**src/flash_pin_defs.svh**
```systemverilog
//=============================================================
`ifndef FLASH_PIN_DEFS_SVH
`define FLASH_PIN_DEFS_SVH

`define OPC_BITS 8
`define ADDR_BYTES 3
`define PAGE_COUNT 4096
`define PAGE_BIN_BYTES 256
`define PAGE_STD_BYTES 264
`define PROG_CYCLES 200
`define FIFO_DEPTH 8
`define TX_FILL 8'hFF

`define OPC_PROGRAM 8'hA1
`define OPC_ERASE 8'hA2
`define OPC_RMW 8'hA3
`define OPC_PROT_MODIFY 8'hA4
`define OPC_PROT_ENABLE 8'hA5
`define OPC_LOCKDOWN 8'hA6

`endif

```
**src/flash_pin_pkg.sv**
```systemverilog
package flash_pin_pkg;
  typedef enum logic [3:0] {
    FR_IDLE = 4'b0001,
    FR_OPC = 4'b0010,
    FR_BODY = 4'b0100,
    FR_DROP = 4'b1000
  } frame_st_t;

  typedef enum logic [1:0] {
    OC_OTHER = 2'h0,
    OC_WRITE = 2'h1,
    OC_PROT_MOD = 2'h2,
    OC_PROT_OK = 2'h3
  } op_class_t;
endpackage

```
**src/pin_sync.sv**
```systemverilog
`timescale 1ns/10ps
`default_nettype none
module pin_sync #(
  parameter int W = 1,
  parameter logic [W-1:0] RST_VAL = '1
) (
  input wire logic sys_clk_i,
  input wire logic rst_n_i,
  input wire logic [W-1:0] d_i,
  output logic [W-1:0] q_o
);
  typedef struct packed {
    logic [W-1:0] s1;
    logic [W-1:0] s2;
    logic [W-1:0] s3;
    logic [W-1:0] q;
  } sync_t;

  sync_t st_r;
  sync_t st_nxt;

  always_comb begin
    st_nxt = st_r;
    st_nxt.s1 = d_i;
    st_nxt.s2 = st_r.s1;
    st_nxt.s3 = st_r.s2;
    // a change counts once the second and third stages agree
    for (int i = 0; i < W; i++) begin
      if (st_r.s2[i] == st_r.s3[i]) begin
        st_nxt.q[i] = st_r.s3[i];
      end
    end
  end

  always_ff @(posedge sys_clk_i or negedge rst_n_i) begin
    if (!rst_n_i) begin
      st_r <= {RST_VAL, RST_VAL, RST_VAL, RST_VAL};
    end else begin
      st_r <= st_nxt;
    end
  end

  assign q_o = st_r.q;
endmodule // pin_sync
`default_nettype wire

```
**src/byte_fifo.sv**
```systemverilog
`timescale 1ns/10ps
`default_nettype none
module byte_fifo #(
  parameter int W = 8,
  parameter int D = 8
) (
  input wire logic sys_clk_i,
  input wire logic rst_n_i,
  input wire logic [W-1:0] in_data_i,
  input wire logic in_valid_i,
  output logic in_ready_o,
  output logic [W-1:0] out_data_o,
  output logic out_valid_o,
  input wire logic out_ready_i
);
  localparam int AW = $clog2(D);

  typedef struct packed {
    logic [AW-1:0] wr;
    logic [AW-1:0] rd;
    logic [AW:0] cnt;
  } fifo_t;

  fifo_t st_r;
  fifo_t st_nxt;
  logic [W-1:0] mem_r [D];
  logic do_wr;
  logic do_rd;

  assign in_ready_o = (st_r.cnt != D[AW:0]);
  assign out_valid_o = (st_r.cnt != '0);
  assign out_data_o = mem_r[st_r.rd];
  assign do_wr = in_valid_i && in_ready_o;
  assign do_rd = out_valid_o && out_ready_i;

  always_comb begin
    st_nxt = st_r;
    if (do_wr) begin
      st_nxt.wr = (st_r.wr == AW'(D - 1)) ? '0 : st_r.wr + 1'b1;
    end
    if (do_rd) begin
      st_nxt.rd = (st_r.rd == AW'(D - 1)) ? '0 : st_r.rd + 1'b1;
    end
    if (do_wr && !do_rd) begin
      st_nxt.cnt = st_r.cnt + 1'b1;
    end else if (do_rd && !do_wr) begin
      st_nxt.cnt = st_r.cnt - 1'b1;
    end
  end

  always_ff @(posedge sys_clk_i or negedge rst_n_i) begin
    if (!rst_n_i) begin
      st_r <= '0;
    end else begin
      st_r <= st_nxt;
    end
  end

  always_ff @(posedge sys_clk_i) begin
    if (do_wr) begin
      mem_r[st_r.wr] <= in_data_i;
    end
  end
endmodule // byte_fifo
`default_nettype wire

```
**src/flash_pin_if.sv**
```systemverilog
`timescale 1ns/10ps
`default_nettype none
`include "flash_pin_defs.svh"
module flash_pin_if #(
  parameter int PROG_CYCLES = `PROG_CYCLES,
  parameter int FIFO_DEPTH = `FIFO_DEPTH
) (
  input wire logic sys_clk_i,
  input wire logic rst_n_i,
  input wire logic cs_n_i,
  input wire logic sck_i,
  input wire logic si_i,
  input wire logic wp_n_i,
  input wire logic pin_rst_n_i,
  input wire logic page_bin_i,
  output logic so_o,
  output logic so_oe_n_o,
  output logic [7:0] rx_data_o,
  output logic rx_valid_o,
  input wire logic rx_ready_i,
  input wire logic [7:0] tx_data_i,
  input wire logic tx_valid_i,
  output logic tx_taken_o,
  output logic [7:0] opcode_o,
  output flash_pin_pkg::op_class_t op_class_o,
  output logic [23:0] addr_o,
  output logic addr_valid_o,
  output logic [11:0] page_o,
  output logic [8:0] byte_o,
  output logic busy_o,
  output logic standby_o,
  output logic hw_protect_o,
  output logic discard_o,
  output logic overrun_o
);
  import flash_pin_pkg::*;

  //=============================================================
  // state
  typedef struct packed {
    frame_st_t frame;
    logic sel;
    logic sck_q;
    logic [7:0] rx_sh;
    logic [2:0] rx_cnt;
    logic [2:0] byte_idx;
    logic [7:0] opcode;
    op_class_t oclass;
    logic [23:0] addr;
    logic addr_v;
    logic [11:0] page;
    logic [8:0] byt;
    logic [7:0] tx_sh;
    logic [2:0] tx_cnt;
    logic so;
    logic so_oe_n;
    logic tx_taken;
    logic pend_write;
    logic busy;
    logic [15:0] busy_cnt;
    logic standby;
    logic hwp;
    logic discard;
    logic overrun;
  } state_t;

  localparam state_t ST_RST = '{
    frame: FR_IDLE,
    sel: 1'b0,
    sck_q: 1'b0,
    rx_sh: 8'h00,
    rx_cnt: 3'h0,
    byte_idx: 3'h0,
    opcode: 8'h00,
    oclass: OC_OTHER,
    addr: 24'h000000,
    addr_v: 1'b0,
    page: 12'h000,
    byt: 9'h000,
    tx_sh: 8'h00,
    tx_cnt: 3'h0,
    so: 1'b0,
    so_oe_n: 1'b1,
    tx_taken: 1'b0,
    pend_write: 1'b0,
    busy: 1'b0,
    busy_cnt: 16'h0000,
    standby: 1'b1,
    hwp: 1'b0,
    discard: 1'b0,
    overrun: 1'b0
  };

  localparam logic [15:0] PROG_LAST = 16'(PROG_CYCLES - 1);

  state_t st_r;
  state_t st_nxt;

  //=============================================================
  // pin synchronisers
  logic [4:0] pin_raw;
  logic [4:0] pin_f;
  logic cs_n_f;
  logic sck_f;
  logic si_f;
  logic wp_n_f;
  logic prst_n_f;

  assign pin_raw = {pin_rst_n_i, wp_n_i, si_i, sck_i, cs_n_i};

  // wp and reset pins settle high, as the pull-up leaves them
  // serial clock settles low to match sck_q, so reset makes no false edge
  pin_sync #(
    .W(5),
    .RST_VAL(5'h19)
  ) u_sync (
    .sys_clk_i(sys_clk_i),
    .rst_n_i(rst_n_i),
    .d_i(pin_raw),
    .q_o(pin_f)
  );

  assign cs_n_f = pin_f[0];
  assign sck_f = pin_f[1];
  assign si_f = pin_f[2];
  assign wp_n_f = pin_f[3];
  assign prst_n_f = pin_f[4];

  //=============================================================
  // received byte buffer
  logic push;
  logic [7:0] push_data;
  logic fifo_in_ready;

  byte_fifo #(
    .W(8),
    .D(FIFO_DEPTH)
  ) u_fifo (
    .sys_clk_i(sys_clk_i),
    .rst_n_i(rst_n_i),
    .in_data_i(push_data),
    .in_valid_i(push),
    .in_ready_o(fifo_in_ready),
    .out_data_o(rx_data_o),
    .out_valid_o(rx_valid_o),
    .out_ready_i(rx_ready_i)
  );

  //=============================================================
  // opcode classes
  function automatic op_class_t classify(input logic [7:0] op);
    op_class_t c;
    c = OC_OTHER;
    case (op)
      `OPC_PROGRAM, `OPC_ERASE, `OPC_RMW: c = OC_WRITE;
      `OPC_PROT_MODIFY: c = OC_PROT_MOD;
      `OPC_PROT_ENABLE, `OPC_LOCKDOWN: c = OC_PROT_OK;
      default: c = OC_OTHER;
    endcase
    return c;
  endfunction

  //=============================================================
  // next state
  logic sel_now;
  logic sck_rise;
  logic sck_fall;
  logic [7:0] rx_byte;
  logic [7:0] tx_byte;
  op_class_t cls;

  assign sel_now = !cs_n_f;
  assign sck_rise = sck_f && !st_r.sck_q;
  assign sck_fall = !sck_f && st_r.sck_q;
  assign rx_byte = {st_r.rx_sh[6:0], si_f};
  assign tx_byte = tx_valid_i ? tx_data_i : `TX_FILL;
  assign cls = classify(rx_byte);
  assign push_data = rx_byte;

  always_comb begin
    st_nxt = st_r;
    push = 1'b0;
    st_nxt.sck_q = sck_f;
    st_nxt.sel = sel_now;
    st_nxt.tx_taken = 1'b0;
    st_nxt.discard = 1'b0;
    st_nxt.hwp = !wp_n_f;
    if (st_r.busy) begin
      // self-timed countdown, no serial clock needed
      if (st_r.busy_cnt == 16'h0000) begin
        st_nxt.busy = 1'b0;
      end else begin
        st_nxt.busy_cnt = st_r.busy_cnt - 16'h0001;
      end
    end
    if (!st_r.sel && sel_now) begin
      // select fall opens a frame
      st_nxt.frame = FR_OPC;
      st_nxt.rx_cnt = 3'h0;
      st_nxt.byte_idx = 3'h0;
      st_nxt.tx_cnt = 3'h0;
      st_nxt.addr_v = 1'b0;
      st_nxt.pend_write = 1'b0;
      st_nxt.overrun = 1'b0;
    end else if (st_r.sel && !sel_now) begin
      // select rise closes it; dropped frames return to idle
      st_nxt.frame = FR_IDLE;
      if (st_r.pend_write && !st_r.busy) begin
        st_nxt.busy = 1'b1;
        st_nxt.busy_cnt = PROG_LAST;
      end
    end else if (st_r.sel && sck_rise && (st_r.frame == FR_OPC || st_r.frame == FR_BODY)) begin
      // sample input on rising edge, only while selected
      st_nxt.rx_sh = rx_byte;
      st_nxt.rx_cnt = st_r.rx_cnt + 3'h1;
      if (st_r.rx_cnt == 3'h7) begin
        if (st_r.frame == FR_OPC) begin
          // first byte is the opcode
          if ((cls == OC_WRITE || cls == OC_PROT_MOD) && st_r.hwp) begin
            st_nxt.frame = FR_DROP;
            st_nxt.discard = 1'b1;
          end else begin
            // enable and lockdown pass even when protected
            push = 1'b1;
            st_nxt.frame = FR_BODY;
            st_nxt.opcode = rx_byte;
            st_nxt.oclass = cls;
            // read-modify-write runs as a buffered self-timed write
            st_nxt.pend_write = (cls == OC_WRITE) || (cls == OC_PROT_MOD);
          end
        end else begin
          // data flows into the buffer even while a page programs
          push = 1'b1;
          if (st_r.byte_idx < 3'(`ADDR_BYTES)) begin
            st_nxt.addr = {st_r.addr[15:0], rx_byte};
            st_nxt.byte_idx = st_r.byte_idx + 3'h1;
            if (st_r.byte_idx == 3'(`ADDR_BYTES - 1)) begin
              st_nxt.addr_v = 1'b1;
              // dummy bits dropped by page size
              if (page_bin_i) begin
                st_nxt.page = st_nxt.addr[19:8];
                st_nxt.byt = {1'b0, st_nxt.addr[7:0]};
              end else begin
                st_nxt.page = st_nxt.addr[20:9];
                st_nxt.byt = st_nxt.addr[8:0];
              end
            end
          end
        end
      end
    end
    if (push && !fifo_in_ready) begin
      st_nxt.overrun = 1'b1;
    end
    if (st_r.sel && sel_now && sck_fall) begin
      // output changes on falling edge, msb first
      if (st_r.tx_cnt == 3'h0) begin
        st_nxt.so = tx_byte[7];
        st_nxt.tx_sh = {tx_byte[6:0], 1'b0};
        st_nxt.tx_taken = tx_valid_i;
      end else begin
        st_nxt.so = st_r.tx_sh[7];
        st_nxt.tx_sh = {st_r.tx_sh[6:0], 1'b0};
      end
      st_nxt.tx_cnt = st_r.tx_cnt + 3'h1;
    end
    st_nxt.so_oe_n = !sel_now;
    if (!prst_n_f) begin
      // reset pin aborts and holds idle while low
      st_nxt = ST_RST;
      st_nxt.sck_q = sck_f;
      st_nxt.sel = sel_now;
      st_nxt.hwp = !wp_n_f;
      push = 1'b0;
    end
    st_nxt.standby = !sel_now && !st_nxt.busy;
  end

  // power-on reset comes in on rst_n_i
  always_ff @(posedge sys_clk_i or negedge rst_n_i) begin
    if (!rst_n_i) begin
      st_r <= ST_RST;
    end else begin
      st_r <= st_nxt;
    end
  end

  //=============================================================
  // outputs
  assign so_o = st_r.so;
  assign so_oe_n_o = st_r.so_oe_n;
  assign tx_taken_o = st_r.tx_taken;
  assign opcode_o = st_r.opcode;
  assign op_class_o = st_r.oclass;
  assign addr_o = st_r.addr;
  assign addr_valid_o = st_r.addr_v;
  assign page_o = st_r.page;
  assign byte_o = st_r.byt;
  assign busy_o = st_r.busy;
  assign standby_o = st_r.standby;
  assign hw_protect_o = st_r.hwp;
  assign discard_o = st_r.discard;
  assign overrun_o = st_r.overrun;
endmodule // flash_pin_if
`default_nettype wire

```
**config.mk**
```make
export PLATFORM = sky130hd
export DESIGN_NAME = flash_pin_if
export DESIGN_NICKNAME = d
export VERILOG_FILES = /design/src/flash_pin_pkg.sv /design/src/pin_sync.sv /design/src/byte_fifo.sv /design/src/flash_pin_if.sv
export VERILOG_INCLUDE_DIRS = /design/src
export SDC_FILE = /design/constraint.sdc
export NUM_CORES = 1
export LEC_CHECK = 0
export ABC_CLOCK_PERIOD_IN_PS = 3950
export BUFFER_PORTS_ARGS = -buffer_cell sky130_fd_sc_hd__buf_2
export CORE_UTILIZATION = 35
export DETAILED_ROUTE_END_ITERATION = 16
export PLACE_DENSITY = 0.48
export SYNTH_ARGS = -nofsm -noshare
export SYNTH_HDL_FRONTEND = slang
export SYNTH_SLANG_ARGS = --single-unit
```
**constraint.sdc**
```tcl
create_clock -name sys_clk_i -period 3.95 [get_ports sys_clk_i]
set_input_delay 0.1975 -clock sys_clk_i [delete_from_list [all_inputs] [get_ports sys_clk_i]]
set_output_delay 0.1975 -clock sys_clk_i [all_outputs]
set_load 0.05 [all_outputs]
```
==> results.txt, run 1 <==
main flop type after synthesis -> dfrtp_1
CP cell instances -> inv_1 -> ha_1 -> nor2_4 -> nand2_1 -> nor2_1 -> o2111a_1 -> ha_1 -> inv_1 -> ha_1 -> a21o_1 -> a21oi_1 -> xnor2_1 -> nor2_1 -> xor2_1
clock slew at reported path FFs -> 0.06 ns
synthesized cell area -> 9360 um^2
drt first pass iters -> 11
# rows -> 59
relative slew slack -> 31.3%
Antenna diodes -> 0
Post-synth top cells -> dfrtp_1 (125), nand2_1 (75), edfxtp_1 (64)
EDFF count, synth -> 64
end of the worst register-to-register path -> u_fifo.st_r[3]
hold endpoint -> st_r[30]
Mapped Nets -> 811
final hold viol count -> 0
Worst EP arrival -> 3.86 ns
total core area -> 26100 um^2
worst-margin pin slew -> 1.03 ns
initial antenna violation count -> 0
failing checks -> design-rule violations
Total Wirelength -> 20.2 mm
CP Launch Type -> flip-flop
fmax -> 288 MHz
Max Cap Viol -> 0
clock root buffer -> clkbuf_16
Cell Pwr Density -> 440 nW/um^2
Warnings, synthesis -> 0
Crit Path Max Fanout -> 12
highest-delay cell along the critical path -> dfstp_2
most frequent cell after synthesis -> dfrtp_1
worst-case reg-to-reg path depth -> 14
Area Growth Syn to Fin -> 13.1%
Avg Cell Area, Syn -> 12.1 um^2
GRT Util Overall -> 15.3%
hold path depth -> 5
Min-Delay Path Class -> in2reg
Hold Startpoint -> tx_data_i[1]
RR Startpoint -> u_sync.q_o[0]
1st-iter DRT viols -> 339
Fin Clk Skew -> 0.00893 ns
Routability Congestion -> 0.817
DRC violations left -> 6
Pins Over Slew Limit -> 0
setup violators final -> 0
CP Data Required Time -> 4.34 ns
Synth area leader -> dfrtp_1
TNS Setup -> 0 ns
Final Core Density -> 40.5%
TritonCTS clock tree -> done
status -> complete, but fails checks
worst path bufs/invs -> 2
Num CTS Buffers -> 24
WS Path Type -> reg2reg
Via Count -> 5852
synth unique cells -> 69
Worst VDD drop -> 0.248 mV
post-cts resize count -> 0
DP Area -> 9710 um^2
Clock Tree Buf Depth -> 3
fraction of layout cells with a size suffix above 1 -> 23.8%
RSZ-0062 raised after global routing -> no
Initial Util -> 35.8%
dominant cells by area after synthesis -> dfrtp_1 (33%), edfxtp_1 (21%), buf_4 (4.5%)
I/O Pins -> 91
Async SR Flop Fraction -> 68.6%
area share of the largest cell type after synthesis -> 33.4%
count of input and output buffers -> 90
first-pass GRT wire length -> 32.7 mm
sequential area share after synthesis -> 58.2%
Die Span Y -> 166 um
die width -> 166 um
fin crit share -> 87.9%
flop and latch count out of synthesis -> 204
DIE AREA -> 27400 um^2
Final ANT Viol Nets -> 0
vias in the first global route -> 5926
minimum clock period -> 3.47 ns
hpwl dp -> 13.5 mm
largest net degree at the start of global routing -> 90
family with the most delay on the worst path -> adder cells
worst skew pair latency -> 0.51 ns
Leak -> 4.62 nW
Avg WL per Cell -> 17.4 um
fin area -> 10600 um^2
GR Overflow Total -> 0
Vias/cell -> 5.04
nets -> 845
# clock sinks -> 204
CP endpoint kind -> flip-flop
Worst R2R Setup Slack -> 0.48 ns
# H-tree levels -> 1
Syn Inst Count -> 775
CP peak stage delay -> 0.55 ns
Most Frequent Cell on Critical Path -> ha_1
flip-flops by register name, indices dropped and copies added, names as in the netlist, 2 cells and up:
| signal | flops |
|---|---|
| byte_o | 9 |
| push_data | 7 |
| u_sync.st_nxt | 10 |
| opcode_o | 8 |
| addr_o | 24 |
| st_r | 39 |
| page_o | 12 |
| u_sync.st_r | 5 |
| u_sync.q_o | 5 |
| op_class_o | 2 |
| u_fifo.mem_r | 64 |
| u_fifo.st_r | 10 |
logic make-up after synthesis:
| family | Yosys count | synth area share, % |
|---|---|---|
| adders and majority gates | 23 | 3.02 |
| muxes | 47 | 7.34 |
| and+or+nand+nor | 238 | 14.2 |
| AOI/OAI and AO/OA | 126 | 8.30 |
| buffers and inverters | 122 | 7.49 |
| DFF | 204 | 58.2 |
| xor gates and xnor gates | 15 | 1.48 |
through the flow:
stage	total power, mW	setup WS (ns)	cells	hold slack [ns]
detailed placement	2.49	0.487	1110	0.304
CTS	4.73	0.478	1161	0.0784
floorplan	2.41	0.929	775	-0.0981
global placement	2.48	0.627	1110	0.304
global route	4.83	0.263	1161	0.114
finish	4.65	0.478	1161	0.108
routing by layer:
layer	share of wire [%]	track usage [%]
met2	48	25.4
met1	47	20.9
met5	0	0
met4	1.4	3.72
met3	3.5	2.37
cell usage in the layout (no fill, tap or decap), types with 4 or more instances in the layout:
cell type,count
nor4_1,4
edfxtp_1,64
nor2b_1,7
nand3_1,62
o211a_1,12
dfstp_2,14
clkbuf_8,4
o31ai_1,6
o21ai_1,17
maj3_1,5
clkinv_2,4
clkbuf_1,5
buf_2,89
xnor2_1,10
and3_1,4
dlygate4sd3_1,8
a21boi_0,7
nand2_1,75
nor3b_1,5
mux2_2,12
dfrtp_1,125
ha_1,17
a21oi_1,25
o21ai_0,42
buf_4,9
nor3_1,7
xor2_1,4
mux4_2,16
inv_1,23
nor2_1,25
clkbuf_16,25
and3b_1,4
mux2i_1,18
nand2b_1,4
tightest hold or removal path, stage by stage:
cell and delay (ns):
buf_2 0.09, inv_1 0.05, a21oi_1 0.06, a21oi_1 0.10
o21ai_0 0.07
power by group:
group	total (mW)	switching (mW)	internal [mW]
registers	2.24	0.0293	2.21
clock network	2.20	0.841	1.36
logic	0.211	0.148	0.0622
total	4.65	1.02	3.63
timing repair:
item	CTS	global route
setup buffers	0	0
hold endpoints to repair	84	0
hold buffers	8	0
worst max path at each step:
| stage | endpoint | cells after the start | slack [ns] | start |
|---|---|---|---|---|
| 2_1_floorplan | u_fifo.mem_r[4][0] | 8 | 0.93 | u_sync.q_o[0] |
| 3_3_place_gp | u_fifo.st_r[3] | 14 | 0.63 | u_sync.q_o[0] |
| 3_5_place_dp | u_fifo.st_r[3] | 14 | 0.49 | u_sync.q_o[0] |
| 4_1_cts | u_fifo.st_r[3] | 14 | 0.48 | u_sync.q_o[0] |
| 5_1_grt | u_fifo.st_r[3] | 14 | 0.26 | u_sync.q_o[0] |
| 6_report | u_fifo.st_r[3] | 14 | 0.48 | u_sync.q_o[0] |
cell type report:
class / count / area [um^2]
Clock buffer: 34 / 699
Clock inverter: 9 / 100
Fill cell: 2494 / 15500
Timing Repair Buffer: 107 / 604
Multi-Input combinational cell: 449 / 3230
Tap cell: 335 / 419
Inverter: 23 / 86.3
Sequential cell: 204 / 5450
Power figures use the tool's default switching activity.
==> run 2: changes to the inputs <==
--- a/config.mk
+++ b/config.mk
@@ -6,11 +6,13 @@
 export SDC_FILE = /design/constraint.sdc
 export NUM_CORES = 1
 export LEC_CHECK = 0
+export ABC_AREA = 1
 export ABC_CLOCK_PERIOD_IN_PS = 3950
 export BUFFER_PORTS_ARGS = -buffer_cell sky130_fd_sc_hd__buf_2
 export CORE_UTILIZATION = 35
 export DETAILED_ROUTE_END_ITERATION = 16
 export PLACE_DENSITY = 0.48
+export SETUP_SLACK_MARGIN = 0.4
 export SYNTH_ARGS = -nofsm -noshare
 export SYNTH_HDL_FRONTEND = slang
 export SYNTH_SLANG_ARGS = --single-unit
==> results.txt, run 2 <==
status -> complete, no violations
Initial Util -> 36.0%
Clock Tree Buf Depth -> 3
first-pass GRT wire length -> 32.6 mm
CP endpoint kind -> flip-flop
Worst VDD drop -> 0.408 mV
worst-margin pin slew -> 0.972 ns
final hold viol count -> 0
Max Cap Viol -> 0
1st-iter DRT viols -> 410
Post-synth top cells -> nand2_1 (159), dfrtp_1 (125), nor2_1 (123)
largest net degree at the start of global routing -> 101
worst skew pair latency -> 0.52 ns
Area Growth Syn to Fin -> 13.8%
most frequent cells in the layout -> nand2_1 (159), dfrtp_1 (125), nor2_1 (123)
CP Data Required Time -> 4.36 ns
family with the most delay on the worst path -> simple AND/OR/NAND/NOR gates
I/O Pins -> 91
area share of the largest cell type after synthesis -> 34.2%
# H-tree levels -> 1
Antenna diodes -> 0
CP Launch Type -> flip-flop
largest family of logic cells by synthesized area -> simple AND/OR/NAND/NOR gates
XOR/XNOR Fraction of Synth Area -> 1.15%
Reg with most FFs -> u_fifo.mem_r
flip-flop count of the largest register after layout -> 64
Routability Congestion -> 0.734
nets -> 1005
relative slew slack -> 35.2%
initial antenna violation count -> 0
Synth Area in Compound Gates -> 11.5%
minimum clock period -> 3.15 ns
vias in the first global route -> 6135
Vias/cell -> 4.69
RSZ-0062 raised after global routing -> no
WS Path Type -> reg2reg
# rows -> 58
CP cell instances -> inv_1 -> ha_1 -> inv_2 -> nand3_1 -> nor3_2 -> nand3_1 -> inv_2 -> ha_1 -> inv_1 -> ha_1 -> a21o_1 -> a21oi_1 -> nor2_1 -> nor2_1 -> nand2_1 -> xor2_1
postcts setup bufs -> 0
TritonCTS clock tree -> done
Mapped Nets -> 952
final hold slack -> 0.0314 ns
Die Span Y -> 164 um
Avg WL per Cell -> 15.2 um
flop and latch count out of synthesis -> 204
DRC violations left -> 0
highest-delay cell along the critical path -> dfstp_2
Adder-Cell Fraction of Synth Area -> 3.10%
Avg Cell Area, Syn -> 9.97 um^2
TNS Setup -> 0 ns
drt first pass iters -> 7
hpwl dp -> 13.4 mm
fin crit share -> 79.9%
EDFF count, synth -> 64
synthesized cell area -> 9140 um^2
fmax -> 317 MHz
synth unique cells -> 46
fraction of layout cells with a size suffix above 1 -> 17.7%
main flop type after synthesis -> dfrtp_1
CP peak stage delay -> 0.55 ns
Num CTS Buffers -> 23
Fin Clk Skew -> 0.0124 ns
die width -> 164 um
most frequent cell after synthesis -> nand2_1
DIE AREA -> 26800 um^2
Leak -> 4.81 nW
commonest non-fill, non-tap cell in the layout -> nand2_1
GRT Util Overall -> 15.3%
Total Wirelength -> 20.0 mm
# clock sinks -> 204
# fillers -> 2521
Via Count -> 6178
worst path bufs/invs -> 4
clock slew at reported path FFs -> 0.06 ns
Async SR Flop Fraction -> 68.6%
Crit Path Max Fanout -> 5
Min-Delay Path Class -> in2reg
Most Frequent Cell on Critical Path -> ha_1
Warnings, synthesis -> 0
Post-Synth Simple-Gate Area -> 15.5%
Pins Over Slew Limit -> 0
sequential area share after synthesis -> 59.6%
GR Overflow Total -> 0
total core area -> 25400 um^2
Cell Pwr Density -> 571 nW/um^2
setup violators final -> 0
clock root buffer -> clkbuf_16
dominant cells by area after synthesis -> dfrtp_1 (34%), edfxtp_1 (21%), nand2_1 (6.5%)
Synth area leader -> dfrtp_1
Worst EP arrival -> 3.56 ns
Final ANT Viol Nets -> 0
mux contribution to synthesized area -> 0.123%
count of input and output buffers -> 90
Syn Inst Count -> 916
-- run 2: cell types whose count changed after synthesis, moves of 16 or more --
cell and change:
nor2_1 +98, nand2_1 +84, inv_1 +46, o21ai_0 +37
nand3_1 -33, mux2i_1 -18, o21ai_1 +18, mux4_2 -16
-- run 2: through the flow --
| stage | power, mW | utilization [%] | std cells | setup slack (ns) | instance area, um^2 |
|---|---|---|---|---|---|
| floorplan | 3.53 | - | 916 | 1.12 | 9140 |
| global placement | 3.87 | 37.5 | 1261 | 0.869 | 9530 |
| detailed placement | 3.88 | 37.5 | 1261 | 0.809 | 9530 |
| CTS | 6.01 | 40.9 | 1316 | 0.795 | 10400 |
| global route | 6.24 | 40.9 | 1316 | 0.490 | 10400 |
| finish | 5.94 | 40.9 | 1316 | 0.795 | 10400 |
-- run 2: per-layer routing --
layer  up-vias  GRT usage [%]  part of all wire (%)
li1       3117              -                     -
met1      2939           21.6                    50
met2        94           24.3                    45
met3        28           2.26                   3.3
met4         0           4.17                   2.0
met5         -              0                     0
-- run 2: report_power, final --
group / internal, mW / switching, mW / total (mW)
clock network: 1.25 / 0.857 / 2.10
logic: 0.379 / 1.05 / 1.43
registers: 2.30 / 0.105 / 2.41
total: 3.93 / 2.01 / 5.94
-- run 2: cells by family (layout without fill, tap and decap cells) --
family                   after synthesis  in the layout
AO/OA/AOI/OAI                        180            180
adder cells (fa/ha/maj)               23             23
flip-flops                           204            204
buffers and inverters                160            230
AND/OR/NAND/NOR                      336            336
multiplexers                           1              1
XOR/XNOR                              12             12
-- run 2: final cells by class --
class / count / area (um^2) / share of cell area, %
clock inverters: 12 / 123 / 1.18
multi-input cells: 552 / 2860 / 27.5
flip-flops and latches: 204 / 5440 / 52.3
well taps: 330 / 413 / 3.97
inverters: 77 / 289 / 2.78
repair buffers: 111 / 647 / 6.22
clock buffers: 30 / 622 / 5.98
-- run 2: path summary, 6_finish.rpt --
check / start / endpoint / slack (ns) / cells past startpoint
max: u_sync.q_o[0] / u_fifo.st_r[3] / 0.80 / 16
min: tx_data_i[0] / st_r[29] / 0.03 / 3
max reg2reg: u_sync.q_o[0] / u_fifo.st_r[3] / 0.80 / 16
min reg2reg: u_sync.st_nxt[12] / u_sync.st_nxt[7] / 0.35 / 0
max in group asynchronous: rst_n_i / standby_o / 2.61 / 3
min in group asynchronous: rst_n_i / st_r[33] / 0.33 / 2
-- run 2: timing repair --
action                    4_1_cts  5_1_grt
hold endpoints to repair      107        0
gates resized for setup         0        0
hold buffers                   13        0
-- run 2: worst min-delay path, cell delays in order --
cell,delay (ns)
buf_2,0.07
o21ai_0,0.07
o21ai_0,0.16
==> run 3: changes to the inputs <==
--- a/config.mk
+++ b/config.mk
@@ -7,7 +7,7 @@
 export NUM_CORES = 1
 export LEC_CHECK = 0
 export ABC_AREA = 1
-export ABC_CLOCK_PERIOD_IN_PS = 3950
+export ABC_CLOCK_PERIOD_IN_PS = 3000
 export BUFFER_PORTS_ARGS = -buffer_cell sky130_fd_sc_hd__buf_2
 export CORE_UTILIZATION = 35
 export DETAILED_ROUTE_END_ITERATION = 16
==> constraint.sdc (replaced) <==
create_clock -name sys_clk_i -period 3 [get_ports sys_clk_i]
set_input_delay 0.15 -clock sys_clk_i [delete_from_list [all_inputs] [get_ports sys_clk_i]]
set_output_delay 0.15 -clock sys_clk_i [all_outputs]
set_load 0.05 [all_outputs]
==> results.txt, run 3 (synthesized netlist as in run 2, its figures left out) <==
status -> complete, no violations
Pins Over Slew Limit -> 0
first-pass GRT wire length -> 33.1 mm
CP Launch Type -> flip-flop
WS Path Type -> reg2reg
Routability Congestion -> 0.778
worst path bufs/invs -> 4
Die Span Y -> 164 um
Gate power share -> 23.1%
RR Startpoint -> u_sync.q_o[0]
Worst VDD drop -> 0.573 mV
GR Overflow Total -> 0
# clock sinks -> 204
total core area -> 25400 um^2
relative slew slack -> 45.9%
fin crit share -> 84.6%
Clock Tree Buf Depth -> 3
area occupied by multi-input gates -> 2930 um^2
Setup crit end -> u_fifo.st_r[3]
Initial Util -> 36.0%
Area Growth Syn to Fin -> 18.9%
Clock power frac -> 38.9%
Reg with most FFs -> u_fifo.mem_r
DRC violations left -> 0
worst setup path startpoint -> u_sync.q_o[0]
TritonCTS clock tree -> done
sequential share of power -> 38.0%
worst-margin pin slew -> 0.812 ns
final hold viol count -> 0
Fin Clk Skew -> 0.0108 ns
post-place setup slack -> 0.151 ns
count of input and output buffers -> 90
setup violators final -> 0
DIE AREA -> 26800 um^2
I/O Pins -> 91
end of the worst register-to-register path -> u_fifo.st_r[3]
commonest non-fill, non-tap cell in the layout -> nand2_1
CP endpoint kind -> flip-flop
Via Count -> 6368
fmax -> 394 MHz
Max Cap Viol -> 0
RSZ-0062 raised after global routing -> yes
worst skew pair latency -> 0.50 ns
Vias/cell -> 4.73
CP Data Required Time -> 3.40 ns
Antenna diodes -> 0
Min-Delay Path Class -> in2reg
Net Sw Frac -> 32.3%
placed cell count -> 1279
clock root buffer -> clkbuf_16
Avg WL per Cell -> 15.2 um
clock slew at reported path FFs -> 0.06 ns
CP peak stage delay -> 0.57 ns
fraction of layout cells with a size suffix above 1 -> 22.5%
Total Wirelength -> 20.5 mm
# H-tree levels -> 1
final worst slack -> 0.461 ns
GRT Util Overall -> 15.7%
Crit Path Max Fanout -> 5
TNS Setup -> 0 ns
Worst R2R Setup Slack -> 0.46 ns
Leak -> 5.04 nW
die width -> 164 um
initial antenna violation count -> 0
internal power -> 5.62 mW
CP cell instances -> inv_4 -> ha_4 -> inv_6 -> nand3_4 -> nor3_4 -> nand3_2 -> inv_2 -> ha_4 -> inv_2 -> ha_1 -> a21o_1 -> a21oi_2 -> nor2_1 -> nor2_1 -> nand2_1 -> xor2_1
minimum clock period -> 2.54 ns
area taken by flip-flops and latches -> 5450 um^2
flip-flop count of the largest register after layout -> 64
Cell Pwr Density -> 764 nW/um^2
worst-case reg-to-reg path depth -> 16
NetSw -> 2.68 mW
1st-iter DRT viols -> 381
vias in the first global route -> 6259
most frequent cells in the layout -> nand2_1 (158), nor2_1 (122), dfrtp_1 (122)
Num CTS Buffers -> 24
critical path depth -> 16
# fillers -> 2496
highest-delay cell along the critical path -> dfstp_2
hpwl dp -> 13.3 mm
Final ANT Viol Nets -> 0
non-filler cells, final -> 1346
Worst EP arrival -> 2.93 ns
family with the most delay on the worst path -> adder cells
largest net degree at the start of global routing -> 88
drt first pass iters -> 6
nets -> 1034
# rows -> 58
==> run 3: cell types whose count changed in the layout (fill, tap and decap cells not counted), sizes merged <==
cell | previous run | this run
buf | 98 | 125
bufinv | 2 | 4
clkbuf | 30 | 32
clkinv | 9 | 6
clkinvlp | 1 | 3
dlygate4sd3 | 13 | 14
inv | 77 | 76
==> run 3: final cells by class <==
| cell class | instances | area share (%) |
|---|---|---|
| timing repair buffer | 139 | 7.91 |
| sequential | 204 | 50.2 |
| inverter | 77 | 2.80 |
| clock buffer | 32 | 6.75 |
| tap | 330 | 3.80 |
| multi-input combinational | 552 | 27.0 |
| clock inverter | 12 | 1.60 |
==> run 3: metrics by stage <==
| stage | area, um^2 | hold WS, ns | utilization (%) | total power, mW |
|---|---|---|---|---|
| after floorplan | 9180 | -0.146 | - | 4.65 |
| after global placement | 9700 | 0.255 | 38.2 | 5.11 |
| after detailed placement | 9700 | 0.256 | 38.2 | 5.12 |
| after CTS | 10800 | 0.0134 | 42.6 | 8.44 |
| after global routing | 10900 | 0.0449 | 42.8 | 8.72 |
| final | 10900 | 0.0351 | 42.8 | 8.30 |
==> run 3: repair_timing <==
item                                   CTS  global route
resized for setup                       11             6
pin swaps                                4             2
setup buffers                            6             3
endpoints found under the hold margin   82             0
setup endpoints to repair                2             5
hold buffers                            14             0
==> run 3: power by group through the flow <==
stage,Sequential (mW),Clock (mW),Combinational [mW]
after floorplan,3.21,0,1.44
after global placement,3.20,0,1.92
after detailed placement,3.20,0,1.92
after CTS,3.15,3.34,1.96
after global routing,3.17,3.43,2.13
final,3.15,3.23,1.92
==> run 3: tightest hold or removal path, cell delays in order <==
cell and delay [ns]:
buf_2 0.13, nand2_1 0.06, o211ai_1 0.08, o21ai_1 0.08
==> run 3: how the worst min path moves through the flow <==
stage,startpoint,end,cells past startpoint
floorplan,rst_n_i,addr_o[0],0
CTS,page_bin_i,page_o[4],4
global route,page_bin_i,page_o[4],3
detailed placement,pin_rst_n_i,u_sync.st_nxt[14],1
global placement,pin_rst_n_i,u_sync.st_nxt[14],1
finish,page_bin_i,page_o[4],4
==> run 3: routing by layer <==
metal | track usage, % | routed length, um
met1 | 22.2 | 10000
met2 | 24.8 | 9350
met3 | 2.59 | 816
met4 | 4.25 | 342
met5 | 0 | 0
